## config.mk

```make
export PLATFORM = sky130hd
export DESIGN_NAME = tcc_capcmp
export DESIGN_NICKNAME = d
export VERILOG_FILES = /design/src/design/tcc_pkg.sv /design/src/design/tcc_capcmp.sv
export SDC_FILE = /design/constraint.sdc
export NUM_CORES = 1
export LEC_CHECK = 0
export ABC_AREA = 1
export BUFFER_PORTS_ARGS = -buffer_cell sky130_fd_sc_hd__buf_4
export CELL_PAD_IN_SITES_DETAIL_PLACEMENT = 0
export CELL_PAD_IN_SITES_GLOBAL_PLACEMENT = 2
export CORE_ASPECT_RATIO = 0.9
export CORE_MARGIN = 5
export CORE_UTILIZATION = 31
export CTS_CLUSTER_DIAMETER = 100
export DETAILED_ROUTE_END_ITERATION = 8
export PLACE_DENSITY = 0.77
export SLEW_MARGIN = 20
export SYNTH_ARGS = -nofsm -noshare
export SYNTH_HDL_FRONTEND = slang
export SYNTH_SLANG_ARGS = --single-unit
```

## constraint.sdc

```tcl
create_clock -name pclk -period 2.4 [get_ports pclk]
set_input_delay 0.48 -clock pclk [delete_from_list [all_inputs] [get_ports pclk]]
set_output_delay 0.48 -clock pclk [all_outputs]
set_load 0.1 [all_outputs]
```

## src/design/tcc_pkg.sv

```systemverilog
package tcc_pkg;

	// Register byte addresses; unit n value low at VAL_BASE + 8n, high 4 above it.
	localparam logic [7:0] REG_CTRL = 8'h00;
	localparam logic [7:0] REG_MODE = 8'h04;
	localparam logic [7:0] REG_TLO = 8'h08;
	localparam logic [7:0] REG_THI = 8'h0c;
	localparam logic [7:0] REG_VAL_BASE = 8'h10;
	localparam logic [7:0] REG_VAL_STEP = 8'h08;
	localparam logic [7:0] REG_VAL_HI = 8'h04;
	localparam logic [7:0] REG_PORT = 8'h30;
	localparam logic [7:0] REG_PIN = 8'h34;
	localparam logic [7:0] REG_IEN = 8'h38;

	// Field positions of the timer control register.
	localparam int CTRL_PS = 7;
	localparam int CTRL_PSM = 6;
	localparam int CTRL_SIZE = 5;
	localparam int CTRL_CM = 2;
	localparam int CTRL_IN1 = 1;
	localparam int CTRL_IN0 = 0;

	// Reset values.
	localparam logic [7:0] CTRL_RST = 8'h00;
	localparam logic [7:0] MODE_RST = 8'h00;
	localparam logic [15:0] TIMER_RST = 16'h0000;
	localparam logic [15:0] VAL_RST = 16'h0000;
	localparam logic [3:0] PORT_RST = 4'h0;
	localparam logic [3:0] IEN_RST = 4'h0;

	// Timer increment dividers, in pclk cycles per count.
	localparam logic [4:0] DIV_CLK = 5'h02;
	localparam logic [4:0] DIV_LO = 5'h0c;
	localparam logic [4:0] DIV_HI = 5'h18;

	localparam logic [7:0] LOW_MAX = 8'hff;
	localparam logic [15:0] FULL_MAX = 16'hffff;

	typedef enum logic [1:0] {
		MODE_OFF = 2'b00,
		MODE_CAP_PIN = 2'b01,
		MODE_CMP = 2'b10,
		MODE_CAP_WR = 2'b11
	} tcc_mode_e;

	typedef enum logic [1:0] {
		SRC_STOP = 2'b00,
		SRC_OSC = 2'b01,
		SRC_EXT = 2'b10,
		SRC_EXT_ALT = 2'b11
	} tcc_src_e;

endpackage : tcc_pkg

```

## src/design/tcc_capcmp.sv

```systemverilog
// Operation
// - Pin 0 falling edge; pins 1,2 rising edge.
// - Capture copies the full 16-bit timer.
// - Capture never disturbs the running timer.
// - Pin-edge mode latches timer on configured edge in units 0 to 2; unit 3 has no pin.
// - Write-trigger mode captures on low byte write.
// - Capture modes raise no interrupt request.
// - Compare only with mode bits high one, low zero.
// - Pin changes with the compare signal itself.
// - One control bit selects compare mode 0 or 1.
// - Mode 0: match drives compare high, interrupts.
// - Mode 0: timer overflow forces pin low.
// - Mode 1: port write reaches pin at match.
// - Mode 1: match also requests the interrupt.
// - Each compare unit owns one interrupt line.
// - Mode 0 PWM pin ignores port writes.
// - Unit n drives port-one bit n.
// - PWM low while value exceeds the timer.
// - Timer equal to value switches PWM high.
// - Input-select bits choose timer increment source.
// - Width bit: one gives 8-bit, zero 16-bit.
// - 8-bit compares low bytes; 16-bit whole words.
// - PWM period is 256 or 65536 counts.
// - Prescale twelfth or twenty-fourth, or clock half.
// - Mode field: off, pin capture, compare, write capture.
// - Only unit 0 supplies the reload value.
`timescale 1ns/1ps
`default_nettype none

module tcc_capcmp #(
	parameter int ADDR_W = 8
) (
	input wire logic pclk,
	input wire logic presetn,
	input wire logic psel,
	input wire logic penable,
	input wire logic pwrite,
	input wire logic [ADDR_W-1:0] paddr,
	input wire logic [31:0] pwdata,
	output logic [31:0] prdata,
	output logic pready,
	output logic pslverr,
	input wire logic capture_pin_zero,
	input wire logic capture_pin_one,
	input wire logic capture_pin_two,
	input wire logic timer_count_pin,
	output logic [3:0] port_one,
	output logic [3:0] compare_irq_n,
	output logic [15:0] reload_value
);

	typedef struct packed {
		logic [7:0] ctrl;
		logic [7:0] mode;
		logic [15:0] timer;
		logic [3:0][15:0] val;
		logic [3:0] port;
		logic [3:0] ien;
		logic [4:0] pre_cnt;
		logic [3:0] cmp;
		logic [3:0] hold;
		logic [3:0] pin;
		logic [3:0] irq;
		logic [3:0] sync1;
		logic [3:0] sync2;
		logic [3:0] sync3;
		logic [3:0] flt;
		logic [31:0] rdata;
	} tcc_state_s;

	tcc_state_s st_ff;
	tcc_state_s nxt_st;

	logic [3:0] pin_raw;
	logic [3:0] stable;
	logic [3:0] rise;
	logic [3:0] fall;
	logic [3:0] cap;
	logic [3:0] hit;
	logic [3:0] eq_now;
	logic [3:0] eq_next;
	logic [3:0] wr_low;
	logic [3:0] wr_high;
	logic [3:0] cmp_unit;
	logic [15:0] timer_inc;
	logic [4:0] div;
	logic pre_tick;
	logic tick;
	logic ovf;
	logic wr_en;
	logic wr_tlo;
	logic wr_thi;
	logic size8;
	logic cm1;

	function automatic logic [1:0] unit_mode(input logic [7:0] cfg, input int n);
		unit_mode = cfg[2*n +: 2];
	endfunction : unit_mode

	function automatic logic [7:0] val_addr(input int n, input logic hi);
		val_addr = 8'(int'(tcc_pkg::REG_VAL_BASE) + n * int'(tcc_pkg::REG_VAL_STEP)
			+ (hi ? int'(tcc_pkg::REG_VAL_HI) : 0));
	endfunction : val_addr

	function automatic logic is_equal(input logic [15:0] t, input logic [15:0] v,
		input logic narrow);
		is_equal = narrow ? (t[7:0] == v[7:0]) : (t == v);
	endfunction : is_equal

	function automatic logic is_mapped(input logic [7:0] a);
		is_mapped = (a == tcc_pkg::REG_CTRL) || (a == tcc_pkg::REG_MODE) ||
			(a == tcc_pkg::REG_TLO) || (a == tcc_pkg::REG_THI) ||
			(a == tcc_pkg::REG_PORT) || (a == tcc_pkg::REG_PIN) ||
			(a == tcc_pkg::REG_IEN) ||
			(a >= tcc_pkg::REG_VAL_BASE && a < tcc_pkg::REG_PORT && a[1:0] == 2'h0);
	endfunction : is_mapped

	function automatic logic [31:0] read_mux(input tcc_state_s s, input logic [7:0] a);
		logic [31:0] d;
		d = 32'h0000_0000;
		case (a)
			tcc_pkg::REG_CTRL: d[7:0] = s.ctrl;
			tcc_pkg::REG_MODE: d[7:0] = s.mode;
			tcc_pkg::REG_TLO: d[7:0] = s.timer[7:0];
			tcc_pkg::REG_THI: d[7:0] = s.timer[15:8];
			tcc_pkg::REG_PORT: d[3:0] = s.port;
			tcc_pkg::REG_PIN: d[3:0] = s.pin;
			tcc_pkg::REG_IEN: d[3:0] = s.ien;
			default:
			begin
				for (int n = 0; n < 4; n++)
				begin
					if (a == val_addr(n, 1'b0))
						d[7:0] = s.val[n][7:0];
					if (a == val_addr(n, 1'b1))
						d[7:0] = s.val[n][15:8];
				end
			end
		endcase
		read_mux = d;
	endfunction : read_mux

	assign pin_raw = {timer_count_pin, capture_pin_two, capture_pin_one, capture_pin_zero};

	// A change counts once the second and third stages agree.
	assign stable = ~(st_ff.sync2 ^ st_ff.sync3);
	assign rise = stable & st_ff.sync3 & ~st_ff.flt;
	assign fall = stable & ~st_ff.sync3 & st_ff.flt;

	assign size8 = st_ff.ctrl[tcc_pkg::CTRL_SIZE];
	assign cm1 = st_ff.ctrl[tcc_pkg::CTRL_CM];

	assign div = st_ff.ctrl[tcc_pkg::CTRL_PSM] ? tcc_pkg::DIV_CLK :
		(st_ff.ctrl[tcc_pkg::CTRL_PS] ? tcc_pkg::DIV_HI : tcc_pkg::DIV_LO);
	assign pre_tick = (st_ff.pre_cnt >= div - 5'h01);

	always_comb
	begin
		case (tcc_pkg::tcc_src_e'(st_ff.ctrl[tcc_pkg::CTRL_IN1:tcc_pkg::CTRL_IN0]))
			tcc_pkg::SRC_OSC: tick = pre_tick;
			tcc_pkg::SRC_EXT: tick = rise[3];
			tcc_pkg::SRC_EXT_ALT: tick = rise[3];
			default: tick = 1'b0;
		endcase
	end

	// An 8-bit timer wraps its low byte alone, so its period is 256 counts.
	assign ovf = tick && (size8 ? (st_ff.timer[7:0] == tcc_pkg::LOW_MAX) :
		(st_ff.timer == tcc_pkg::FULL_MAX));
	assign timer_inc = size8 ? {st_ff.timer[15:8], st_ff.timer[7:0] + 8'h01} :
		st_ff.timer + 16'h0001;

	assign wr_en = psel && penable && pwrite;
	assign wr_tlo = wr_en && (8'(paddr) == tcc_pkg::REG_TLO);
	assign wr_thi = wr_en && (8'(paddr) == tcc_pkg::REG_THI);

	always_comb
	begin
		for (int n = 0; n < 4; n++)
		begin
			wr_low[n] = wr_en && (8'(paddr) == val_addr(n, 1'b0));
			wr_high[n] = wr_en && (8'(paddr) == val_addr(n, 1'b1));
			cmp_unit[n] = (unit_mode(st_ff.mode, n) == tcc_pkg::MODE_CMP);
			eq_now[n] = is_equal(st_ff.timer, st_ff.val[n], size8);
			eq_next[n] = is_equal(nxt_st.timer, nxt_st.val[n], size8);
			hit[n] = cmp_unit[n] && eq_next[n] && !eq_now[n];
		end
		cap[0] = (unit_mode(st_ff.mode, 0) == tcc_pkg::MODE_CAP_PIN) && fall[0];
		cap[1] = (unit_mode(st_ff.mode, 1) == tcc_pkg::MODE_CAP_PIN) && rise[1];
		cap[2] = (unit_mode(st_ff.mode, 2) == tcc_pkg::MODE_CAP_PIN) && rise[2];
		cap[3] = 1'b0;
		for (int n = 0; n < 4; n++)
			if (unit_mode(st_ff.mode, n) == tcc_pkg::MODE_CAP_WR && wr_low[n])
				cap[n] = 1'b1;
	end

	always_comb
	begin
		nxt_st = st_ff;
		nxt_st.sync1 = pin_raw;
		nxt_st.sync2 = st_ff.sync1;
		nxt_st.sync3 = st_ff.sync2;
		for (int n = 0; n < 4; n++)
			if (stable[n])
				nxt_st.flt[n] = st_ff.sync3[n];
		nxt_st.pre_cnt = pre_tick ? 5'h00 : st_ff.pre_cnt + 5'h01;
		// A software write to the timer wins over the count in the same cycle.
		if (tick)
			nxt_st.timer = timer_inc;
		if (wr_tlo)
			nxt_st.timer[7:0] = pwdata[7:0];
		if (wr_thi)
			nxt_st.timer[15:8] = pwdata[7:0];
		if (wr_en && 8'(paddr) == tcc_pkg::REG_CTRL)
			nxt_st.ctrl = pwdata[7:0];
		if (wr_en && 8'(paddr) == tcc_pkg::REG_MODE)
			nxt_st.mode = pwdata[7:0];
		if (wr_en && 8'(paddr) == tcc_pkg::REG_PORT)
			nxt_st.port = pwdata[3:0];
		if (wr_en && 8'(paddr) == tcc_pkg::REG_IEN)
			nxt_st.ien = pwdata[3:0];
		for (int n = 0; n < 4; n++)
		begin
			if (wr_low[n])
				nxt_st.val[n][7:0] = pwdata[7:0];
			if (wr_high[n])
				nxt_st.val[n][15:8] = pwdata[7:0];
			// The captured count overrides the byte that triggered it.
			if (cap[n])
				nxt_st.val[n] = st_ff.timer;
		end
		for (int n = 0; n < 4; n++)
		begin
			if (cmp_unit[n] && eq_next[n])
				nxt_st.cmp[n] = 1'b1;
			else if (ovf)
				nxt_st.cmp[n] = 1'b0;
			if (hit[n])
				nxt_st.hold[n] = st_ff.port[n];
			nxt_st.irq[n] = hit[n] && st_ff.ien[n];
			// Pin takes its new level on the same edge as the compare signal.
			if (!cmp_unit[n])
				nxt_st.pin[n] = nxt_st.port[n];
			else if (cm1)
				nxt_st.pin[n] = nxt_st.hold[n];
			else
				nxt_st.pin[n] = nxt_st.cmp[n];
		end
		if (psel && !penable)
			nxt_st.rdata = read_mux(st_ff, 8'(paddr));
	end

	always_ff @(posedge pclk or negedge presetn)
	begin
		if (!presetn)
		begin
			st_ff <= '0;
			st_ff.ctrl <= tcc_pkg::CTRL_RST;
			st_ff.mode <= tcc_pkg::MODE_RST;
			st_ff.timer <= tcc_pkg::TIMER_RST;
			st_ff.val <= {4{tcc_pkg::VAL_RST}};
			st_ff.port <= tcc_pkg::PORT_RST;
			st_ff.pin <= tcc_pkg::PORT_RST;
			st_ff.hold <= tcc_pkg::PORT_RST;
			st_ff.ien <= tcc_pkg::IEN_RST;
		end
		else
			st_ff <= nxt_st;
	end

	// Zero-wait slave: read data is fetched in the setup cycle.
	assign pready = 1'b1;
	assign pslverr = psel && penable && !is_mapped(8'(paddr));
	assign prdata = st_ff.rdata;
	assign port_one = st_ff.pin;
	assign compare_irq_n = ~st_ff.irq;
	assign reload_value = st_ff.val[0];
endmodule : tcc_capcmp

`default_nettype wire

```

==> results.md <==
* Run status: finished, violations left
* Violations in the final reports: negative setup slack
* Multi-input combinational cell area at 0.006504 sq mm
* Source of the worst register-to-register timing path: st_ff[171]
* Final ANT Viol Nets at 0
* Standard-cell rows at 65
* CP max FO at 6
* Number of vias per cell at 4.996
* Start-to-end type of the worst setup path: flop to flop
* Placer congestion estimate at 0.9681
* Sequential-to-total area share from yosys stat at 34.39%
* Critical path required time at 2.74 ns
* Insertion delay to the later sink of the worst-skew pair at 0.46 ns
* Clk pin slew, worst setup/hold paths at 0.07 ns
* Violation count after the first detailed-route iteration at 1,138
* Number of library cell types mapped by synthesis at 52
* Placed cell count at 2,357
* Clk Tree Root Cell: sky130_fd_sc_hd__clkbuf_16
* FMAX at 334.9 MHz
* First drt pass iteration count at 6
* Top-area cell type share of the netlist area at 34.39%
* Via count of the first global-routing pass at 11,570
* Mean Syn Cell Area at 6.836 sq um
* # Max-Cap Violations at 0
* Type of element launching the critical path: flop
* Switching component of the power at 3382 uW
* Worst-margin pin slew at 0.7205 ns
* Reg2Reg Capture Point: port_one[2]
* Number of buffers between clock root and the deepest sink at 2
* Yosys warnings at 0
* Global routing usage summed across all routing layers at 25.98%
* Number of setup violations in the final report at 17
* Final period util at 124.4%
* Cell Area, Placed at 0.01408 sq mm
* Initial cell density of the core at 31.15%
* WL final at 50.59 mm
* Share of power burned in combinational logic at 35.6%
* Cell area after synthesis at 0.01084 sq mm
* Sum Neg Setup Slack at -6.861 ns
* Worst Hold Margin at 0.1382 ns
* CTS tree: yes
* Storage element area at 0.003729 sq mm
* Flip-flop and latch count after synthesis at 149
* Total leakage power at 0.007561 uW
* Detailed Place HPWL at 40.25 mm
* Vias after detailed routing at 12,050
* Synth-to-layout area growth at 41.58%
* Dominant cell type by area after synthesis: sky130_fd_sc_hd__dfrtp_1
* Cell count after synthesis at 1,586
* Period minus WS final at 2.986 ns
* Main flop type after synthesis: sky130_fd_sc_hd__dfrtp_1
* Number of sinks driven by the clock tree at 149
* Area enclosed by the die boundary at 0.03882 sq mm
* Count of filler cells inserted in the layout at 3,632
* Vertical extent of the die at 187.4 um
* Number of port buffers at 57
* Internal power component at 5384 uW
* GR Overflow Total at 0
* Core box area at 0.03481 sq mm
* Leading post-synthesis cells by cell area: sky130_fd_sc_hd__dfrtp_1 34%, sky130_fd_sc_hd__nand2_1 19%, sky130_fd_sc_hd__nand3_1 8.4%, sky130_fd_sc_hd__inv_1 5.0%, sky130_fd_sc_hd__buf_4 4.3%
* Share of cells above drive strength 1 at 32.35%
* Number of max-slew violations in the final report at 0
* FF-to-FF setup slack at -0.59 ns
* Max-Slew Margin vs Limit at 50.72%
* Total power after layout at 8766 uW
* Width of the die at 207.1 um
* Critical path destination: port_one[2]
* Worst IR drop on VDD at 0.5138 mV
* CP arrival at 3.33 ns
* Setup crit end kind: flop
* Post-layout nets at 1,987
* Post-route cell area at 0.01535 sq mm
* Pin count of the biggest net entering global routing at 50
* Number of I/O pins at 107
* Sw Ratio at 38.58%
* Power per unit of standard cell area at 571.1 mW/mm^2
* Number of standard cells in the final layout excluding fillers at 2,411
* Residual DRC count at 0
* Number of flops mapped to enable cells by yosys at 0
* Clk pwr share at 32.0%
* Crit path launch: st_ff[171]
* Post-route worst setup slack at -0.5857 ns
* Clock tree skew after final layout at 0.01880 ns
* Number of antenna violations at the first check in global routing at 1
* R2R cell count at 23
* Setup repair after global routing missed its margin: true
* WL/cell at 20.98 um
* Part of the power in registers at 32.4%
* Worst hold path type: primary input to flop
* Number of H-tree levels at 4
* Number of hold-slack violations in the final timing report at 0
* Wire length of the first global-routing pass at 75.94 mm
* Clock buffer count from CTS at 17
* Synth async-reset ratio at 100.0%
## cells by family after synthesis
logic type      synth area share [%]
simple gates                   38.36
buf+inv                        12.13
compound gates                 10.80
flops                          34.39
xor+xnor                       2.989
fa+ha+maj                      1.154
other cells                  0.06927
mux                           0.1039
## sequential cells by signal (all words and copies together), names as in the netlist
signal and cells:
nxt_st 8, reload_value 16, st_ff 111, prdata 8
port_one 4, cm1 1, size8 1
## what timing repair did
action	in CTS	in global routing
hold endpoints to repair	20	0
endpoints found under the setup margin	17	20
gates resized for setup	67	56
setup buffers	11	9
pin swaps	35	27
hold buffers	1	0
cloned	2	0
## metal layers
metal  part of all wire, %  vias to the layer above  global-route usage (%)
li1                      -                     5784                       -
met1                    47                     5753                   37.33
met2                    43                      448                   39.38
met3                   7.7                       60                   6.306
met4                   2.4                        0                   6.458
met5                     0                        -                       0
## cells in the mapped netlist, types with 11 or more instances
cell type                  instances
sky130_fd_sc_hd__a21oi_1          22
sky130_fd_sc_hd__buf_2            11
sky130_fd_sc_hd__buf_4            62
sky130_fd_sc_hd__clkbuf_1         12
sky130_fd_sc_hd__dfrtp_1         149
sky130_fd_sc_hd__inv_1           145
sky130_fd_sc_hd__nand2_1         550
sky130_fd_sc_hd__nand2_2          13
sky130_fd_sc_hd__nand3_1         181
sky130_fd_sc_hd__nand4_1          27
sky130_fd_sc_hd__nor2_1           91
sky130_fd_sc_hd__o21ai_0          78
sky130_fd_sc_hd__o21ai_1          27
sky130_fd_sc_hd__o22ai_1          15
sky130_fd_sc_hd__or2_2            11
sky130_fd_sc_hd__xnor2_1          21
sky130_fd_sc_hd__xor2_1           16
## power groups by stage
stage	Sequential, uW	Combinational [uW]	Clock [uW]
after floorplan	2840	1690	0
after global placement	2880	2810	0
after detailed placement	2890	2820	0
after CTS	2840	3000	2850
after global routing	2860	3360	2980
final	2840	3120	2810
## worst min-delay path by stage
stage          slack [ns]             from  depth (start not counted)         end
6_report             0.14  capture_pin_one                          1  nxt_st[41]
5_1_grt              0.12  capture_pin_one                          1  nxt_st[41]
4_1_cts              0.12  capture_pin_two                          1  nxt_st[42]
3_3_place_gp         0.33       nxt_st[41]                          0  nxt_st[37]
3_5_place_dp         0.34       nxt_st[43]                          0  nxt_st[39]
2_1_floorplan        0.18          presetn                          0         cm1
## stage by stage
stage	setup WS, ns	util (%)
after global placement	-0.7364	40.46
after detailed placement	-0.7557	40.46
final	-0.5857	44.10
after CTS	-0.5634	43.32
after floorplan	-0.1327	-
after global routing	-0.7927	44.09
## worst max-delay path, cell delays in order (launching register included)
cell and delay (ns):
sky130_fd_sc_hd__dfrtp_1 0.39, sky130_fd_sc_hd__buf_4 0.15, sky130_fd_sc_hd__ha_1 0.27, sky130_fd_sc_hd__nand2_1 0.06
sky130_fd_sc_hd__nand2_1 0.05, sky130_fd_sc_hd__nand2_1 0.08, sky130_fd_sc_hd__nand2_2 0.09, sky130_fd_sc_hd__nand2_4 0.12
sky130_fd_sc_hd__nand2_8 0.10, sky130_fd_sc_hd__buf_12 0.17, sky130_fd_sc_hd__nand2_2 0.07, sky130_fd_sc_hd__nand3_4 0.10
sky130_fd_sc_hd__buf_4 0.15, sky130_fd_sc_hd__buf_4 0.13, sky130_fd_sc_hd__nand3_1 0.07, sky130_fd_sc_hd__nand2_1 0.07
sky130_fd_sc_hd__nor2_2 0.14, sky130_fd_sc_hd__nand3_2 0.11, sky130_fd_sc_hd__nor2_4 0.19, sky130_fd_sc_hd__nand3_4 0.10
sky130_fd_sc_hd__nand2_2 0.08, sky130_fd_sc_hd__nand3_1 0.07, sky130_fd_sc_hd__nand2_1 0.08, sky130_fd_sc_hd__nand2_1 0.05
## cell type report
class / count / area share, %
Antenna cell: 1 / 0.01630
Clock buffer: 17 / 2.771
Clock inverter: 15 / 1.027
Inverter: 166 / 4.133
Multi-Input combinational cell: 1197 / 42.37
Sequential cell: 149 / 24.29
Tap cell: 469 / 3.823
Timing Repair Buffer: 397 / 21.57
## cells in the final DEF (no fill, tap or decap), types with 11 or more instances in the layout
| cell type | count |
|---|---|
| sky130_fd_sc_hd__nor2_1 | 73 |
| sky130_fd_sc_hd__inv_1 | 140 |
| sky130_fd_sc_hd__conb_1 | 25 |
| sky130_fd_sc_hd__nand2_4 | 22 |
| sky130_fd_sc_hd__nand4_1 | 27 |
| sky130_fd_sc_hd__buf_12 | 21 |
| sky130_fd_sc_hd__clkbuf_16 | 17 |
| sky130_fd_sc_hd__o21ai_1 | 28 |
| sky130_fd_sc_hd__o22ai_1 | 15 |
| sky130_fd_sc_hd__nand3_1 | 146 |
| sky130_fd_sc_hd__nor2_4 | 12 |
| sky130_fd_sc_hd__xor2_1 | 16 |
| sky130_fd_sc_hd__o21ai_0 | 77 |
| sky130_fd_sc_hd__a21oi_1 | 21 |
| sky130_fd_sc_hd__nand3_2 | 26 |
| sky130_fd_sc_hd__nor2_2 | 21 |
| sky130_fd_sc_hd__buf_4 | 363 |
| sky130_fd_sc_hd__nand3_4 | 17 |
| sky130_fd_sc_hd__inv_2 | 13 |
| sky130_fd_sc_hd__xnor2_1 | 21 |
| sky130_fd_sc_hd__nand2_2 | 48 |
| sky130_fd_sc_hd__or2_2 | 11 |
| sky130_fd_sc_hd__dfrtp_1 | 149 |
| sky130_fd_sc_hd__nand2_1 | 500 |
Power figures use the tool's default switching activity.
